===== src/timer_pkg.sv =====
package timer_pkg;
    localparam logic [3:0] ADDR_CTRL   = 4'h0;
    localparam logic [3:0] ADDR_MODE   = 4'h1;
    localparam logic [3:0] ADDR_A_LOW  = 4'h2;
    localparam logic [3:0] ADDR_A_HIGH = 4'h3;
    localparam logic [3:0] ADDR_B_LOW  = 4'h4;
    localparam logic [3:0] ADDR_B_HIGH = 4'h5;
    localparam logic [3:0] ADDR_STATUS = 4'h6;
    localparam logic [3:0] ADDR_MASK   = 4'h7;

    // control register fields
    localparam int CTRL_B_OVF  = 7;
    localparam int CTRL_B_RUN  = 6;
    localparam int CTRL_A_OVF  = 5;
    localparam int CTRL_A_RUN  = 4;
    localparam int CTRL_B_EDGE = 3;
    localparam int CTRL_B_TYPE = 2;
    localparam int CTRL_A_EDGE = 1;
    localparam int CTRL_A_TYPE = 0;

    // mode register fields, per-unit nibble
    localparam int MODE_B_BASE = 4;
    localparam int MODE_A_BASE = 0;
    localparam int MODE_GATE   = 3;
    localparam int MODE_FUNC   = 2;
    localparam int MODE_HI     = 1;
    localparam int MODE_LO     = 0;

    // status / mask bits
    localparam int ST_A_OVF  = 0;
    localparam int ST_B_OVF  = 1;
    localparam int ST_A_EDGE = 2;
    localparam int ST_B_EDGE = 3;

    localparam logic [7:0] CTRL_RESET = 8'h00;
    localparam logic [7:0] MODE_RESET = 8'h00;
    localparam logic [7:0] COUNT_RESET = 8'h00;

    localparam logic [1:0] MODE_13BIT  = 2'h0;
    localparam logic [1:0] MODE_16BIT  = 2'h1;
    localparam logic [1:0] MODE_RELOAD = 2'h2;
    localparam logic [1:0] MODE_SPLIT  = 2'h3;

    // clocks per machine cycle
    localparam int          MC_CLOCKS = 12;
    localparam logic [3:0]  MC_LAST   = 4'hB;
endpackage


===== src/timer_unit.sv =====
`timescale 1ns/10ps
module timer_unit
(
    // clock and reset
    input  wire logic       clk,
    input  wire logic       arst_n,
    // controls
    input  wire logic       tick,
    input  wire logic       pin_fall,
    input  wire logic       run,
    input  wire logic       gate,
    input  wire logic       irq_pin,
    input  wire logic       func,
    input  wire logic [1:0] mode,
    input  wire logic       split_a,
    input  wire logic       hold_b,
    // software write
    input  wire logic       wr_low,
    input  wire logic       wr_high,
    input  wire logic [7:0] wdata,
    // split high byte controls
    input  wire logic       hi_run,
    // state
    output logic      [7:0] low_q,
    output logic      [7:0] high_q,
    output logic            ovf,
    output logic            hi_ovf
);
    logic [7:0] low_d;
    logic [7:0] high_d;
    wire        enable = run && (!gate || irq_pin) && !hold_b;
    wire        step   = enable && (func ? pin_fall : tick);
    wire        hi_step = split_a && hi_run && tick;
    wire [4:0]  pre_nx = low_q[4:0] + 5'h01;
    wire [8:0]  lo_nx  = {1'b0, low_q} + 9'h001;
    wire [8:0]  hi_nx  = {1'b0, high_q} + 9'h001;
    wire        pre_wrap = low_q[4:0] == 5'h1F;
    wire        m13 = mode == timer_pkg::MODE_13BIT;
    wire        m16 = mode == timer_pkg::MODE_16BIT;
    wire        mrl = mode == timer_pkg::MODE_RELOAD;
    wire        msp = mode == timer_pkg::MODE_SPLIT;

    assign ovf = step && ((m13 && pre_wrap && high_q == 8'hFF)
                       || (m16 && low_q == 8'hFF && high_q == 8'hFF)
                       || ((mrl || msp) && low_q == 8'hFF));
    assign hi_ovf = hi_step && high_q == 8'hFF;

    always_comb
    begin
        low_d  = low_q;
        high_d = high_q;
        if (step && m13)
        begin
            // upper three low bits left as they are, never meaningful
            low_d = {low_q[7:5], pre_nx};
            if (pre_wrap)
                high_d = hi_nx[7:0];
        end
        else if (step && m16)
        begin
            low_d = lo_nx[7:0];
            if (low_q == 8'hFF)
                high_d = hi_nx[7:0];
        end
        else if (step && mrl)
            low_d = (low_q == 8'hFF) ? high_q : lo_nx[7:0];
        else if (step && msp)
            low_d = lo_nx[7:0];
        if (hi_step)
            high_d = hi_nx[7:0];
        if (wr_low)
            low_d = wdata;
        if (wr_high)
            high_d = wdata;
    end

    // run bit touches no count byte
    always_ff @(posedge clk or negedge arst_n)
    begin
        if (!arst_n)
        begin
            low_q  <= timer_pkg::COUNT_RESET;
            high_q <= timer_pkg::COUNT_RESET;
        end
        else
        begin
            low_q  <= low_d;
            high_q <= high_d;
        end
    end
endmodule


===== src/dual_timer_counter_unit.sv =====
// Added by the designer: the address map and the address-and-strobe port.
`timescale 1ns/10ps
module dual_timer_counter_unit
(
    // clock and reset
    input  wire logic       clk,
    input  wire logic       arst_n,
    // register port
    input  wire logic [3:0] addr,
    input  wire logic [7:0] wdata,
    input  wire logic       wr,
    input  wire logic       rd,
    output logic      [7:0] rdata,
    // pins
    input  wire logic       unit_a_event_pin,
    input  wire logic       unit_b_event_pin,
    input  wire logic       ext_irq_a_pin,
    input  wire logic       ext_irq_b_pin,
    // core vector acknowledges
    input  wire logic       ack_unit_a,
    input  wire logic       ack_unit_b,
    input  wire logic       ack_ext_a,
    input  wire logic       ack_ext_b,
    // requests to the core
    output logic            req_unit_a,
    output logic            req_unit_b,
    output logic            req_ext_a,
    output logic            req_ext_b,
    output logic            irq
);
    ////////////////////////////////////////////////////////////////////////
    typedef enum logic [1:0]
    {
        PH_SAMPLE = 2'h1,
        PH_WAIT   = 2'h2
    } phase_e;

    logic [7:0] ctrl_q;
    logic [7:0] ctrl_d;
    logic [7:0] mode_q;
    logic [3:0] status_q;
    logic [3:0] status_d;
    logic [3:0] mask_q;
    logic [7:0] rdata_d;
    logic [3:0] mc_cnt_q;
    phase_e     phase_q;
    logic       tick_q;
    logic [1:0] ev_last_q;
    logic [1:0] ev_fall_q;
    logic [1:0] irq_last_q;
    logic       irq_q;
    logic       req_a_q;
    logic       req_b_q;
    logic       req_ea_q;
    logic       req_eb_q;
    logic [7:0] a_low;
    logic [7:0] a_high;
    logic [7:0] b_low;
    logic [7:0] b_high;
    logic       a_ovf;
    logic       a_hi_ovf;
    logic       b_ovf;

    function automatic logic hit(input logic [3:0] a, input logic [3:0] r);
        hit = a == r;
    endfunction

    ////////////////////////////////////////////////////////////////////////
    // decode
    wire        wr_ctrl = wr && hit(addr, timer_pkg::ADDR_CTRL);
    wire        wr_mode = wr && hit(addr, timer_pkg::ADDR_MODE);
    wire        wr_mask = wr && hit(addr, timer_pkg::ADDR_MASK);
    wire        rd_stat = rd && hit(addr, timer_pkg::ADDR_STATUS);
    wire [3:0]  mode_a  = mode_q[timer_pkg::MODE_A_BASE +: 4];
    wire [3:0]  mode_b  = mode_q[timer_pkg::MODE_B_BASE +: 4];
    wire [1:0]  mfa     = mode_a[timer_pkg::MODE_HI:timer_pkg::MODE_LO];
    wire [1:0]  mfb     = mode_b[timer_pkg::MODE_HI:timer_pkg::MODE_LO];
    wire        split   = mfa == timer_pkg::MODE_SPLIT;
    wire        b_stop  = mfb == timer_pkg::MODE_SPLIT;
    wire        run_a   = ctrl_q[timer_pkg::CTRL_A_RUN];
    wire        run_b   = ctrl_q[timer_pkg::CTRL_B_RUN];
    wire        type_a  = ctrl_q[timer_pkg::CTRL_A_TYPE];
    wire        type_b  = ctrl_q[timer_pkg::CTRL_B_TYPE];
    wire [1:0]  irq_now = {ext_irq_b_pin, ext_irq_a_pin};
    wire [1:0]  irq_fall = tick_q ? (irq_last_q & ~irq_now) : 2'h0;
    // falling edge latches when type set, a low level when clear
    wire        ea_set = type_a ? irq_fall[0] : (tick_q && !irq_now[0]);
    wire        eb_set = type_b ? irq_fall[1] : (tick_q && !irq_now[1]);
    // in split mode unit a's high byte owns unit b's flag
    wire        set_b_ovf = split ? a_hi_ovf : b_ovf;

    ////////////////////////////////////////////////////////////////////////
    // machine cycle: one tick every twelve clocks; sample-then-use phase
    always_ff @(posedge clk or negedge arst_n)
    begin
        if (!arst_n)
        begin
            mc_cnt_q <= 4'h0;
            tick_q   <= 1'b0;
            phase_q  <= PH_WAIT;
        end
        else
        begin
            mc_cnt_q <= (mc_cnt_q == timer_pkg::MC_LAST) ? 4'h0
                                                         : mc_cnt_q + 4'h1;
            tick_q   <= mc_cnt_q == timer_pkg::MC_LAST;
            phase_q  <= (mc_cnt_q == timer_pkg::MC_LAST) ? PH_SAMPLE
                                                         : PH_WAIT;
        end
    end

    // pins sampled once per machine cycle, high then low counts one
    genvar gi;
    generate
        for (gi = 0; gi < 2; gi++)
        begin : g_pin
            wire ev_now = gi == 0 ? unit_a_event_pin : unit_b_event_pin;
            always_ff @(posedge clk or negedge arst_n)
            begin
                if (!arst_n)
                begin
                    ev_last_q[gi]  <= 1'b0;
                    ev_fall_q[gi]  <= 1'b0;
                    irq_last_q[gi] <= 1'b1;
                end
                else
                begin
                    case (phase_q)
                        PH_SAMPLE:
                        begin
                            ev_fall_q[gi] <= ev_last_q[gi] && !ev_now;
                            ev_last_q[gi] <= ev_now;
                        end
                        PH_WAIT:
                            ev_fall_q[gi] <= ev_fall_q[gi];
                        default:
                            ev_fall_q[gi] <= 1'b0;
                    endcase
                    if (tick_q)
                        irq_last_q[gi] <= irq_now[gi];
                end
            end
        end
    endgenerate

    ////////////////////////////////////////////////////////////////////////
    timer_unit u_a
    (
        .clk     (clk),
        .arst_n  (arst_n),
        .tick    (tick_q),
        .pin_fall(ev_fall_q[0] && tick_q),
        .run     (run_a),
        .gate    (mode_a[timer_pkg::MODE_GATE]),
        .irq_pin (ext_irq_a_pin),
        .func    (mode_a[timer_pkg::MODE_FUNC]),
        .mode    (mfa),
        .split_a (split),
        .hold_b  (1'b0),
        .wr_low  (wr && hit(addr, timer_pkg::ADDR_A_LOW)),
        .wr_high (wr && hit(addr, timer_pkg::ADDR_A_HIGH)),
        .wdata   (wdata),
        .hi_run  (run_b),
        .low_q   (a_low),
        .high_q  (a_high),
        .ovf     (a_ovf),
        .hi_ovf  (a_hi_ovf)
    );

    timer_unit u_b
    (
        .clk     (clk),
        .arst_n  (arst_n),
        .tick    (tick_q),
        .pin_fall(ev_fall_q[1] && tick_q),
        .run     (run_b),
        .gate    (mode_b[timer_pkg::MODE_GATE]),
        .irq_pin (ext_irq_b_pin),
        .func    (mode_b[timer_pkg::MODE_FUNC]),
        .mode    (mfb),
        .split_a (1'b0),
        .hold_b  (b_stop),
        .wr_low  (wr && hit(addr, timer_pkg::ADDR_B_LOW)),
        .wr_high (wr && hit(addr, timer_pkg::ADDR_B_HIGH)),
        .wdata   (wdata),
        .hi_run  (1'b0),
        .low_q   (b_low),
        .high_q  (b_high),
        .ovf     (b_ovf),
        .hi_ovf  ()
    );

    ////////////////////////////////////////////////////////////////////////
    // control register: hardware sets win over software or acknowledge
    always_comb
    begin
        ctrl_d = ctrl_q;
        if (wr_ctrl)
            ctrl_d = wdata;
        if (ack_unit_a)
            ctrl_d[timer_pkg::CTRL_A_OVF] = 1'b0;
        if (ack_unit_b)
            ctrl_d[timer_pkg::CTRL_B_OVF] = 1'b0;
        if (ack_ext_a)
            ctrl_d[timer_pkg::CTRL_A_EDGE] = 1'b0;
        if (ack_ext_b)
            ctrl_d[timer_pkg::CTRL_B_EDGE] = 1'b0;
        if (a_ovf)
            ctrl_d[timer_pkg::CTRL_A_OVF] = 1'b1;
        if (set_b_ovf)
            ctrl_d[timer_pkg::CTRL_B_OVF] = 1'b1;
        if (ea_set)
            ctrl_d[timer_pkg::CTRL_A_EDGE] = 1'b1;
        if (eb_set)
            ctrl_d[timer_pkg::CTRL_B_EDGE] = 1'b1;
    end

    wire [3:0] ev_vec = {eb_set, ea_set, set_b_ovf, a_ovf};

    always_comb
    begin
        status_d = rd_stat ? ev_vec : (status_q | ev_vec);
    end

    always_comb
    begin
        case (addr)
            timer_pkg::ADDR_CTRL:   rdata_d = ctrl_q;
            timer_pkg::ADDR_MODE:   rdata_d = mode_q;
            timer_pkg::ADDR_A_LOW:  rdata_d = a_low;
            timer_pkg::ADDR_A_HIGH: rdata_d = a_high;
            timer_pkg::ADDR_B_LOW:  rdata_d = b_low;
            timer_pkg::ADDR_B_HIGH: rdata_d = b_high;
            timer_pkg::ADDR_STATUS: rdata_d = {4'h0, status_q};
            timer_pkg::ADDR_MASK:   rdata_d = {4'h0, mask_q};
            default:                rdata_d = 8'h00;
        endcase
    end

    wire [3:0] ctl_flags = {ctrl_d[timer_pkg::CTRL_B_EDGE],
                            ctrl_d[timer_pkg::CTRL_A_EDGE],
                            ctrl_d[timer_pkg::CTRL_B_OVF],
                            ctrl_d[timer_pkg::CTRL_A_OVF]};

    always_ff @(posedge clk or negedge arst_n)
    begin
        if (!arst_n)
        begin
            ctrl_q   <= timer_pkg::CTRL_RESET;
            mode_q   <= timer_pkg::MODE_RESET;
            status_q <= 4'h0;
            mask_q   <= 4'h0;
            rdata    <= 8'h00;
            irq_q    <= 1'b0;
            req_a_q  <= 1'b0;
            req_b_q  <= 1'b0;
            req_ea_q <= 1'b0;
            req_eb_q <= 1'b0;
        end
        else
        begin
            ctrl_q   <= ctrl_d;
            if (wr_mode)
                mode_q <= wdata;
            if (wr_mask)
                mask_q <= wdata[3:0];
            status_q <= status_d;
            rdata    <= rd ? rdata_d : 8'h00;
            irq_q    <= |(status_d & mask_q);
            req_a_q  <= ctl_flags[0];
            req_b_q  <= ctl_flags[1];
            req_ea_q <= ctl_flags[2];
            req_eb_q <= ctl_flags[3];
        end
    end

    assign req_unit_a = req_a_q;
    assign req_unit_b = req_b_q;
    assign req_ext_a  = req_ea_q;
    assign req_ext_b  = req_eb_q;
    assign irq        = irq_q;
endmodule


===== config.mk =====
export PLATFORM = sky130hd
export DESIGN_NAME = dual_timer_counter_unit
export DESIGN_NICKNAME = d
export VERILOG_FILES = /design/src/timer_pkg.sv /design/src/timer_unit.sv /design/src/dual_timer_counter_unit.sv
export SDC_FILE = /design/constraint.sdc
export NUM_CORES = 1
export LEC_CHECK = 0
export BUFFER_PORTS_ARGS = -buffer_cell sky130_fd_sc_hd__buf_2
export CAP_MARGIN = 5
export CORE_AREA = 3 3 114 116
export DETAILED_ROUTE_END_ITERATION = 8
export DIE_AREA = 0 0 117 119
export PLACE_DENSITY = 0.67
export SLEW_MARGIN = 40
export SYNTH_ARGS = -nofsm -noshare
export SYNTH_HDL_FRONTEND = slang
export SYNTH_HIERARCHICAL = 1
export SYNTH_SLANG_ARGS = --single-unit

===== constraint.sdc =====
create_clock -name clk -period 2.47 [get_ports clk]
set_input_delay 0.247 -clock clk [delete_from_list [all_inputs] [get_ports clk]]
set_output_delay 0.247 -clock clk [all_outputs]
set_load 0.02 [all_outputs]

---- Word level (Yosys, flattened, before mapping) ----
Index checks and enable logic that the tools add are counted.
Widths: inputs -> output; s select.
storage, ports and cells
  input port bits ......................... 24
  bits in registers ....................... 82
  output and inout bits ................... 13
  word-level logic and storage cells ...... 181
cells by class
  muxes and demuxes ....................... 45
  reductions and logical operators ........ 73
  equal/unequal tests ..................... 26
  add/subtract/negate cells ............... 7
  bitwise operators ....................... 4
operators by type and width
  cell                 count
  $mux 8               25
  $pmux 8 s8           1
  $logic_and 1x1->1    42
  $add 8x1->8 const B  4
  $eq 8x8->1 const B   4
  $eq 4x3->1 const B   4
  $reduce_bool 4->1    4
  $mux 1               13
  $add 5x1->5 const B  2
  $eq 2x2->1 const B   5
  $eq 5x5->1 const B   2
  $reduce_bool 5->1    2
  $eq 4x2->1 const B   2
  $logic_or 1x1->1     8
  $mux 4               2
  $logic_not 1->1      7
  $eq 2x1->1 const B   3
  $reduce_and 3->1     2
  $reduce_bool 3->1    2
  $add 4x1->4 const B  1
  $and 4x4->4          1
  $eq 4x1->1 const B   1
  $eq 4x4->1 const B   1
  $logic_not 2->1      2
  other kinds (11)     15

---- Logic depth before layout (Yosys ltp) ----
  depth after elaboration ................. 11
  depth in mapped cells ................... 11
  depth with buffers taken out ............ 11

---- By module ----
The synthesis kept the hierarchy.
modules (own cells, without submodules)
  module                   times used  seq. area each (um2)  area each (um2)  cells an instance
  dual_timer_counter_unit  1           1129.8                2312.2           187
  timer_unit (u_b)         1           400.4                 1233.7           142
  timer_unit (u_a)         1           400.4                 1227.4           142

---- Worst setup path before layout ----
Ideal clock, no wire load.
  path type ............................... flip-flop to flip-flop
  start point ............................. register phase_q[0] (netlist name)
  end point ............................... register u_a.low_q[3]
  period minus slack after synthesis ...... 2.085 ns
  data required time ...................... 2.384 ns
  library setup time ...................... 0.086 ns
  path buffers ............................ 2
  stages on the path, launching flop included .. 9
  arrival time ............................ 1.999 ns
  slack ................................... 0.385 ns
  path through ............................ dfrtp_1 -> clkbuf_1 -> and2_1 -> mux2_2 -> nand4b_4 -> or3_1 -> buf_6 -> mux2_4 -> o221ai_2
RTL lines
  item                    line              RTL
  end signal: assignment  timer_unit.sv:82  low_q <= timer_pkg::COUNT_RESET;
  end signal: assignment  timer_unit.sv:87  low_q <= low_d;
  end: declaration        timer_unit.sv:24  output logic [7:0] low_q,

---- Final worst setup path ----
  start point ............................. register u_a.low_q[0]
  end point ............................... register u_a.high_q[1]
on the way
  cells in the longest elaborated chain, start to end .. 3
  elaborated cells on any way between the ends .. 5
  those cells by class .................... 3 x eq/ne; 2 x reduce/logical
ends and longest elaborated chain
  item                                                       line                                RTL
  $eq 5x5->1 or $eq 8x8->1 (tied branches)                   timer_unit.sv:37, timer_unit.sv:62
  $ne 4x1->1 (no line) or $reduce_bool 4->1 (tied branches)  --
  $reduce_and 3->1 (no line) *                               --
  end signal: assignment                                     timer_unit.sv:83                    high_q <= timer_pkg::COUNT_RESET;
  end signal: assignment                                     timer_unit.sv:88                    high_q <= high_d;
  end: declaration                                           timer_unit.sv:25                    output logic [7:0] high_q,
Every way passes the cells marked *; elsewhere a longest branch is shown, timed or not.
A chain may end at the register's enable or synchronous reset.

==> summary.txt <==
hold_sp: ack_ext_a
power per cell area: 799.6 nW/um2
y dimension of the die: 119 um
Final Hold Vio Count: 0
flop-to-flop setup slack: 190 ps
synthesized area per cell: 10.16 um2
reported leakage power: 2.413 nW
leading cell type in the layout, fill and taps excluded: sky130_fd_sc_hd__dfrtp_1
number of pins with negative max-slew slack in the final report: 0
total die area: 13920 um2
number of sinks driven by the clock tree: 77
initial antenna violation count: 0
post-route clock period utilization: 92.24%
number of buffers inserted during clock tree synthesis: 9
CTS root buf: sky130_fd_sc_hd__clkbuf_16
instance count of the mapped netlist: 469
Post-Route Setup TNS: 0 ps
global-route wire length before repair: 20950 um
count of input and output buffers: 36
total detailed-routing wirelength: 12890 um
post-layout minimum cycle time: 2278 ps
number of core rows: 40
number of top-level pins: 37
number of warnings reported in the yosys synthesis log: 6
Worst Hold Endpoint: ctrl_q[1]
number of cells on the worst reg-to-reg path: 9
Detailed Place HPWL: 9486 um
cell internal pwr: 2.960 mW
via count of the first global-routing pass: 3788
fraction of final layout cells with drive strength greater than 1: 22.79%
post-CTS setup buffer count: 0
chip width: 117 um
worst slack, placed: 131.0 ps
Cells on Worst Hold Path: 2
max-cap violation count: 0
number of H-tree levels: 3
outcome: finished, final reports clean
area of the mapped netlist: 4765 um2
commonest cells after routing, fill and taps aside: sky130_fd_sc_hd__dfrtp_1, sky130_fd_sc_hd__nand2_1, sky130_fd_sc_hd__nor2_1, sky130_fd_sc_hd__buf_2, sky130_fd_sc_hd__mux2i_1
antenna diode count: 0
global route overflow: 0
fin util: 45.21%
clock network fraction of total power: 35.9%
actual slew at the worst max-slew pin: 624.2 ps
critical path endpoint category: flip-flop
maximum fanout encountered on the critical timing path: 6
number of design rule violations left after detail routing: 0
RSZ-0062 raised after global routing: yes
share of total power consumed by net switching: 31.83%
area delta synth->final: 13.97%
via-per-instance ratio: 5.927
Final setup violation count: 0
element type at the critical path start: flip-flop
core footprint: 12010 um2
worst setup path start: u_a/low_q[0]
required time at the worst-slack endpoint: 2680 ps
portion of total power attributed to combinational logic: 21.6%
routed length per placed instance: 19.64 um
final net count: 535
Final Power: 4.342 mW
class of the worst hold path: in2reg
Slew Limit Headroom: 58.16%
TritonCTS clock tree: yes
overall track demand over capacity in global routing: 19.46%
total vias in the final route: 3888
Max Clock Skew: 7.039 ps
largest net degree at the start of global routing: 45
router iterations before antenna repair: 5
upper clock frequency limit: 0.4389 GHz
initial DRC count: 363
maximum clock insertion buffer count: 2
clock latency at the later pin of the worst-skew pair: 340 ps
launch point of the worst reg-to-reg path: u_a/low_q[0]
power dissipated by switching net loads: 1.382 mW
data arrival time of the critical path: 2490 ps
register clock-pin slew on the reported worst setup and hold paths: 60 ps
reg-to-reg critical path endpoint: u_a/high_q[1]
starting density of the core: 39.67%
share of total power in sequential cells: 42.5%
worst supply voltage drop on vdd: 280.8 uV
startpoint-to-endpoint class of the critical path: reg2reg
routability congestion estimate from global placement: 0.8770
min setup slack post-route: 191.6 ps
number of antenna-violating nets in the routed design: 0
## worst max path at each step
stage,endpoint,slack [ps],cells after the start
2_1_floorplan,u_a/low_q[3],400,8
3_3_place_gp,irq,280,11
3_5_place_dp,u_a/high_q[2],130,9
4_1_cts,u_a/high_q[2],100,9
5_1_grt,u_a/high_q[2],-0.8,9
6_report,u_a/high_q[1],190,9
## routing by layer
metal	part of all wire (%)	global-route usage (%)	vias to the layer above
li1	-	-	1792
met1	45	28.08	1902
met2	47	29.62	174
met3	6.3	3.354	20
met4	1.7	6.237	0
met5	0	0	-
## critical path, cell delays in order, from the launching register on
cell and delay [ps]:
sky130_fd_sc_hd__dfrtp_1 400, sky130_fd_sc_hd__ha_1 200, sky130_fd_sc_hd__and3_1 270, sky130_fd_sc_hd__ha_1 200, sky130_fd_sc_hd__nor2b_1 140, sky130_fd_sc_hd__a31oi_1 80
sky130_fd_sc_hd__o31ai_4 300, sky130_fd_sc_hd__buf_4 220, sky130_fd_sc_hd__mux2i_1 220, sky130_fd_sc_hd__o21ai_0 100
## stage by stage
| step | std cells | area (um2) | hold WS, ps |
|---|---|---|---|
| after floorplan | 471 | 4772 | -48.59 |
| after global placement | 639 | 5057 | 283.3 |
| after detailed placement | 639 | 5057 | 292.3 |
| after CTS | 656 | 5415 | 81.80 |
| after global routing | 656 | 5430 | 94.49 |
| final | 656 | 5430 | 86.63 |
## area by class of cell
cell class	instances	area, um2
Clock buffer	9	225.2
Clock inverter	7	122.6
Fill cell	1127	6581
Inverter	19	71.32
Multi-Input combinational cell	348	2614
Sequential cell	77	1931
Tap cell	147	183.9
Timing Repair Buffer	49	282.8
## flip-flops by register name, summed over array words and instances (netlist names)
name	flops
mode_q	8
u_b/high_q	8
ev_last_q	2
irq_last_q	2
u_a/high_q	8
u_a/low_q	8
mc_cnt_q	4
status_q	4
ctrl_q	8
rdata	8
phase_q	2
mask_q	4
irq	1
ev_fall_q	2
u_b/low_q	8
## repair_timing
item,in CTS,in global routing
endpoints found under the hold margin,41,0
hold buffers,1,0
setup endpoints to repair,0,4
resized for setup,0,4
## power groups by stage
stage                     Combinational, mW  Sequential (mW)  Clock, mW
after floorplan                       0.686             1.75          0
after global placement                0.890             1.85          0
after detailed placement              0.921             1.86          0
after CTS                             0.933             1.84       1.58
after global routing                   1.04             1.88       1.64
final                                 0.938             1.85       1.56
(Power assumes the default switching activity.)
